$ cat src/verilog/us_tick.sv
// microsecond tick divider for the chaining overrun checker
// assumes one clock; restart realigns the tick phase to a reference edge
`timescale 1ns/10ps

module us_tick #(
  parameter int DIV = 25
) (
  // clock and reset
  input wire logic clk,
  input wire logic rst,
  // control
  input wire logic restart,
  // tick out
  output logic tick
);

  logic [7:0] cnt_r;

  always_ff @(posedge clk) begin
    if (rst || restart) begin
      cnt_r <= 8'h00;
    end else if (cnt_r == 8'(DIV - 1)) begin
      cnt_r <= 8'h00;
    end else begin
      cnt_r <= cnt_r + 8'h01;
    end
  end

  always_ff @(posedge clk) begin
    if (rst || restart) begin
      tick <= 1'b0;
    end else begin
      tick <= (cnt_r == 8'(DIV - 2));
    end
  end

endmodule : us_tick

$ cat config.mk
export PLATFORM = sky130hd
export DESIGN_NAME = us_tick
export DESIGN_NICKNAME = d
export VERILOG_FILES = /design/src/verilog/us_tick.sv
export SDC_FILE = /design/constraint.sdc
export NUM_CORES = 1
export LEC_CHECK = 0
export BUFFER_PORTS_ARGS = -buffer_cell sky130_fd_sc_hd__buf_2
export CORE_MARGIN = 10
export CORE_UTILIZATION = 30
export CTS_BUF_LIST = sky130_fd_sc_hd__clkbuf_8 sky130_fd_sc_hd__clkbuf_16
export CTS_CLUSTER_DIAMETER = 40
export DETAILED_ROUTE_END_ITERATION = 7
export GPL_ROUTABILITY_DRIVEN = 0
export REMOVE_ABC_BUFFERS = 1
export SETUP_SLACK_MARGIN = 0.3
export SLEW_MARGIN = 20
export SYNTH_ARGS = -nofsm -noshare
export SYNTH_HDL_FRONTEND = slang
export SYNTH_SLANG_ARGS = --single-unit
$ cat constraint.sdc
create_clock -name clk -period 4.1 [get_ports clk]
set_input_delay 0.82 -clock clk [delete_from_list [all_inputs] [get_ports clk]]
set_output_delay 0.82 -clock clk [all_outputs]
set_load 0.02 [all_outputs]
# After elaboration in Yosys (flattened, before gate mapping)
# Index checks and enable logic that the tools add are counted.
# Widths: inputs -> output; s select.
[classes]
addsub = 1
n_eq_ne = 2
reduce_logical = 2
[op_table]
columns = ["op", "count"]
rows = [
  ["$eq 8x5->1 const B", 2],
  ["$add 8x1->8 const B", 1],
  ["$reduce_or 2->1", 1],
  ["$logic_or 1x1->1", 1],
]
[word_totals]
ff_bits = 9
elab_cells = 7

# Longest topological paths before layout
[depth]
word_depth = 2
mapped_depth = 5
mapped_depth_nobuf = 5

# Worst setup path after synthesis
# Ideal clock, no wire load.
[synth_path]
path_type = "input to register"
from = "in restart"
to = "reg tick"
arrival_time_ns = 1.398
required_time_ns = 4.035
slack_ns = 2.638
path_stages = 2
path_buffers = 0
cell_sequence = "or4_1 > nor2_1"
[synth_between]
elab_chain_cells = 1
[synth_rtl]
columns = ["element", "line", "rtl"]
rows = [
  ["from (decl)", "12", "input wire logic restart,"],
  ["$logic_or 1x1->1", "30", "if (rst || restart) begin"],
  ["to (signal assigned)", "33", "tick <= (cnt_r == 8'(DIV - 2));"],
  ["to (decl)", "14", "output logic tick"],
]
# No other way between the ends.
# A chain may end at the register's enable or synchronous reset.

# Worst setup path after layout
[layout_path]
from = "reg cnt_r[4]"
to = "reg tick"
[layout_between]
elab_chain_cells = 1
[layout_rtl]
columns = ["element", "line", "rtl"]
rows = [
  ["from (decl)", "17", "logic [7:0] cnt_r;"],
  ["from (signal assigned)", "25", "cnt_r <= cnt_r + 8'h01;"],
  ["$eq 8x5->1", "33", ""],
]
# No other way between the ends.

==> impl_metrics.json <==
{
  "status": "complete, no violations",
  "drt-initial-drc-count": 6,
  "cap_viol_max_count": 0,
  "synth_edf_count": 0,
  "fp-row-count": 13,
  "syn2layout_area_growth_pct": 18.93,
  "detailed_place_hpwl_um": 501.5,
  "ys_seq_area_share_pct": 45.43,
  "routedWlPerCell_um": 10.23,
  "grt_pass1_vias": 288,
  "path_clk_slew_ns": 0.05,
  "viasPerCell": 4.600,
  "clock-sinks": 9,
  "p_leak_nw": 0.1699,
  "cp-startpoint": "cnt_r[4]$_SDFF_PP0_",
  "cts_root_buffer": "clkbuf_8",
  "antenna_found_initial": 0,
  "drv_slew": 0,
  "hold_slack_ns": 0.4564,
  "core_region_area_um2": 1269,
  "grt_usage_pct": 4.572,
  "grt_max_degree": 9,
  "p_sw_uw": 38.88,
  "synth_commonest_cells": "dfxtp_1, nor2_1",
  "p_clk_share_pct": 51.3,
  "peakVddDrop_v": 0.0002571,
  "crit_chain": "or4b_4 > or4_1 > nor2_1",
  "num_vias": 299,
  "place_ws_ns": 2.523,
  "worstMarginPinSlew_ns": 0.3827,
  "finalCritPeriodShare_pct": 36.89,
  "finalPower_uw": 195.3,
  "drcViolationCount": 0,
  "async_flop_share_pct": 0,
  "ff2ff_path_depth": 3,
  "swShare_pct": 19.91,
  "drt-total-wl_um": 665,
  "p_seq_share_pct": 45.9,
  "synth_ff_type": "dfxtp_1",
  "synthTopCellsByArea": "dfxtp_1, nor2_1, ha_1",
  "crit_arrival_ns": 1.68,
  "postSynthAreaPerCell_um2": 9.014,
  "cp_slowest_cell": "or4b_4",
  "cts_setup_buffers": 0,
  "cellInternalPower_uw": 156.4,
  "cts_tree": "built",
  "crit_path_end_kind": "register",
  "cts_buffers": 3,
  "max_stage_delay_ns": 0.50,
  "final_nets": 56,
  "n_fill_cell": 133,
  "powerDensity_nw_per_um2": 414.0,
  "fin_ws_ns": 2.588,
  "start_util_pct": 31.26,
  "grt_pass1_wl_um": 1145,
  "htreeDepth": 1,
  "dieHeight_um": 56.36,
  "numPortBuffers": 3,
  "fin_crit_ns": 1.512,
  "num_antenna_cells": 0,
  "fmaxAchievable_mhz": 661.2,
  "insertion_delay_ns": 0.23,
  "synth_most_common_cell": "dfxtp_1",
  "cp.required_ns": 4.27,
  "whs_path_depth": 1,
  "r2r-end": "tick$_SDFF_PP0_",
  "first_pass_iters": 3,
  "ctsResizeCount": 0,
  "reg2reg_slack_ns": 2.59,
  "timing.critical_path.to": "tick$_SDFF_PP0_",
  "start_kind": "register",
  "crit_type": "register to register",
  "fin_worst_skew_ns": 0.001711,
  "synthCells": 44,
  "timing.rr.start": "cnt_r[4]$_SDFF_PP0_",
  "setup_violations": 0,
  "dpl_cell_area_um2": 426.7,
  "ctsHoldBuffers": 0,
  "dieArea_um2": 3176,
  "hold_path_class": "register to register",
  "layout-drive-gt1-share_pct": 16.00,
  "synth.distinct_cells": 16,
  "rsz0062_at_grt": "false",
  "postLayoutCellArea_um2": 471.7,
  "maxSlewHeadroom_pct": 74.49,
  "yosysTopAreaCell": "dfxtp_1",
  "die-width_um": 56.36,
  "grt-ovfl-total": 0,
  "crit_fanout": 5,
  "fin_tns_setup_ns": 0,
  "clockBufferDepth": 2,
  "ios": 4,
  "hold_viol": 0,
  "postRouteAntennaNets": 0,
  "p_comb_share_pct": 2.9,
  "yosysWarnings": 0,
  "synth.ff_latch_count": 9,
  "synth_top_area_share_pct": 45.43,
  "syn_area_um2": 396.6
}
area by class of cell:
| cell class | count | area, um^2 | area share, % |
|---|---|---|---|
| clock buffer | 3 | 41.29 | 8.753 |
| tap | 15 | 18.77 | 3.979 |
| clock inverter | 1 | 3.754 | 0.7958 |
| multi-input combinational | 31 | 201.4 | 42.71 |
| timing repair buffer | 3 | 15.01 | 3.183 |
| sequential | 9 | 180.2 | 38.20 |
| inverter | 3 | 11.26 | 2.387 |
flip-flops by register name, summed over array words and instances (netlist names):
signal and flops:
cnt_r 8, tick 1
worst max-delay path: cells and delay by family (launching register included):
family / cells / cell delay, ns
flops: 1 / 0.39
simple gates: 3 / 1.06
cells by family after synthesis:
family | after synthesis | synth area share [%]
buffers and inverters | 4 | 3.784
adder cells (fa/ha/maj) | 2 | 6.308
AO/OA/AOI/OAI | 7 | 12.93
flip-flops | 9 | 45.43
XOR/XNOR | 3 | 6.626
AND/OR/NAND/NOR | 19 | 24.92
power groups by stage:
stage	logic [mW]	clock network, mW	registers (mW)
3_5_place_dp	0.00578	0	0.0913
3_3_place_gp	0.00565	0	0.0912
4_1_cts	0.00581	0.104	0.0896
6_report	0.00557	0.100	0.0896
2_1_floorplan	0.00371	0	0.0911
5_1_grt	0.00665	0.110	0.0896
per-stage QoR:
stage               utilization (%)  instances
finish                        37.18         65
global placement              33.63         61
CTS                           37.18         65
floorplan                         -         43
global route                  37.18         65
detailed placement            33.63         61
per-layer routing:
metal,part of all wire [%],routed length (um),track usage [%],vias to the layer above
met5,0,0,0,-
met4,1.2,8,1.031,0
met3,11,70,4.494,3
met2,39,259,6.656,7
met1,49,327,4.579,128
li1,-,-,-,161
worst min-delay path by stage:
| stage | endpoint | startpoint | slack (ns) |
|---|---|---|---|
| after floorplan | cnt_r[0]$_SDFF_PP0_ | cnt_r[0]$_SDFF_PP0_ | 0.43 |
| after global placement | cnt_r[0]$_SDFF_PP0_ | cnt_r[0]$_SDFF_PP0_ | 0.45 |
| final | cnt_r[0]$_SDFF_PP0_ | cnt_r[0]$_SDFF_PP0_ | 0.46 |
| after global routing | cnt_r[0]$_SDFF_PP0_ | cnt_r[0]$_SDFF_PP0_ | 0.49 |
| after CTS | cnt_r[0]$_SDFF_PP0_ | cnt_r[0]$_SDFF_PP0_ | 0.46 |
| after detailed placement | cnt_r[0]$_SDFF_PP0_ | cnt_r[0]$_SDFF_PP0_ | 0.45 |
layout by cell type, fill, tap and decap left out, drive strengths merged:
cell	netlist	layout
a21oi	3	3
buf	0	3
clkbuf	1	3
dfxtp	9	9
ha	2	2
inv	3	4
nand2	3	3
nand3	3	3
nand4	1	1
nor2	7	7
o21ai	3	3
o31ai	1	1
or3	3	3
or4	1	1
or4b	1	1
xnor2	1	1
xor2	2	2
No activity file was read; power rests on OpenSTA's default activity.
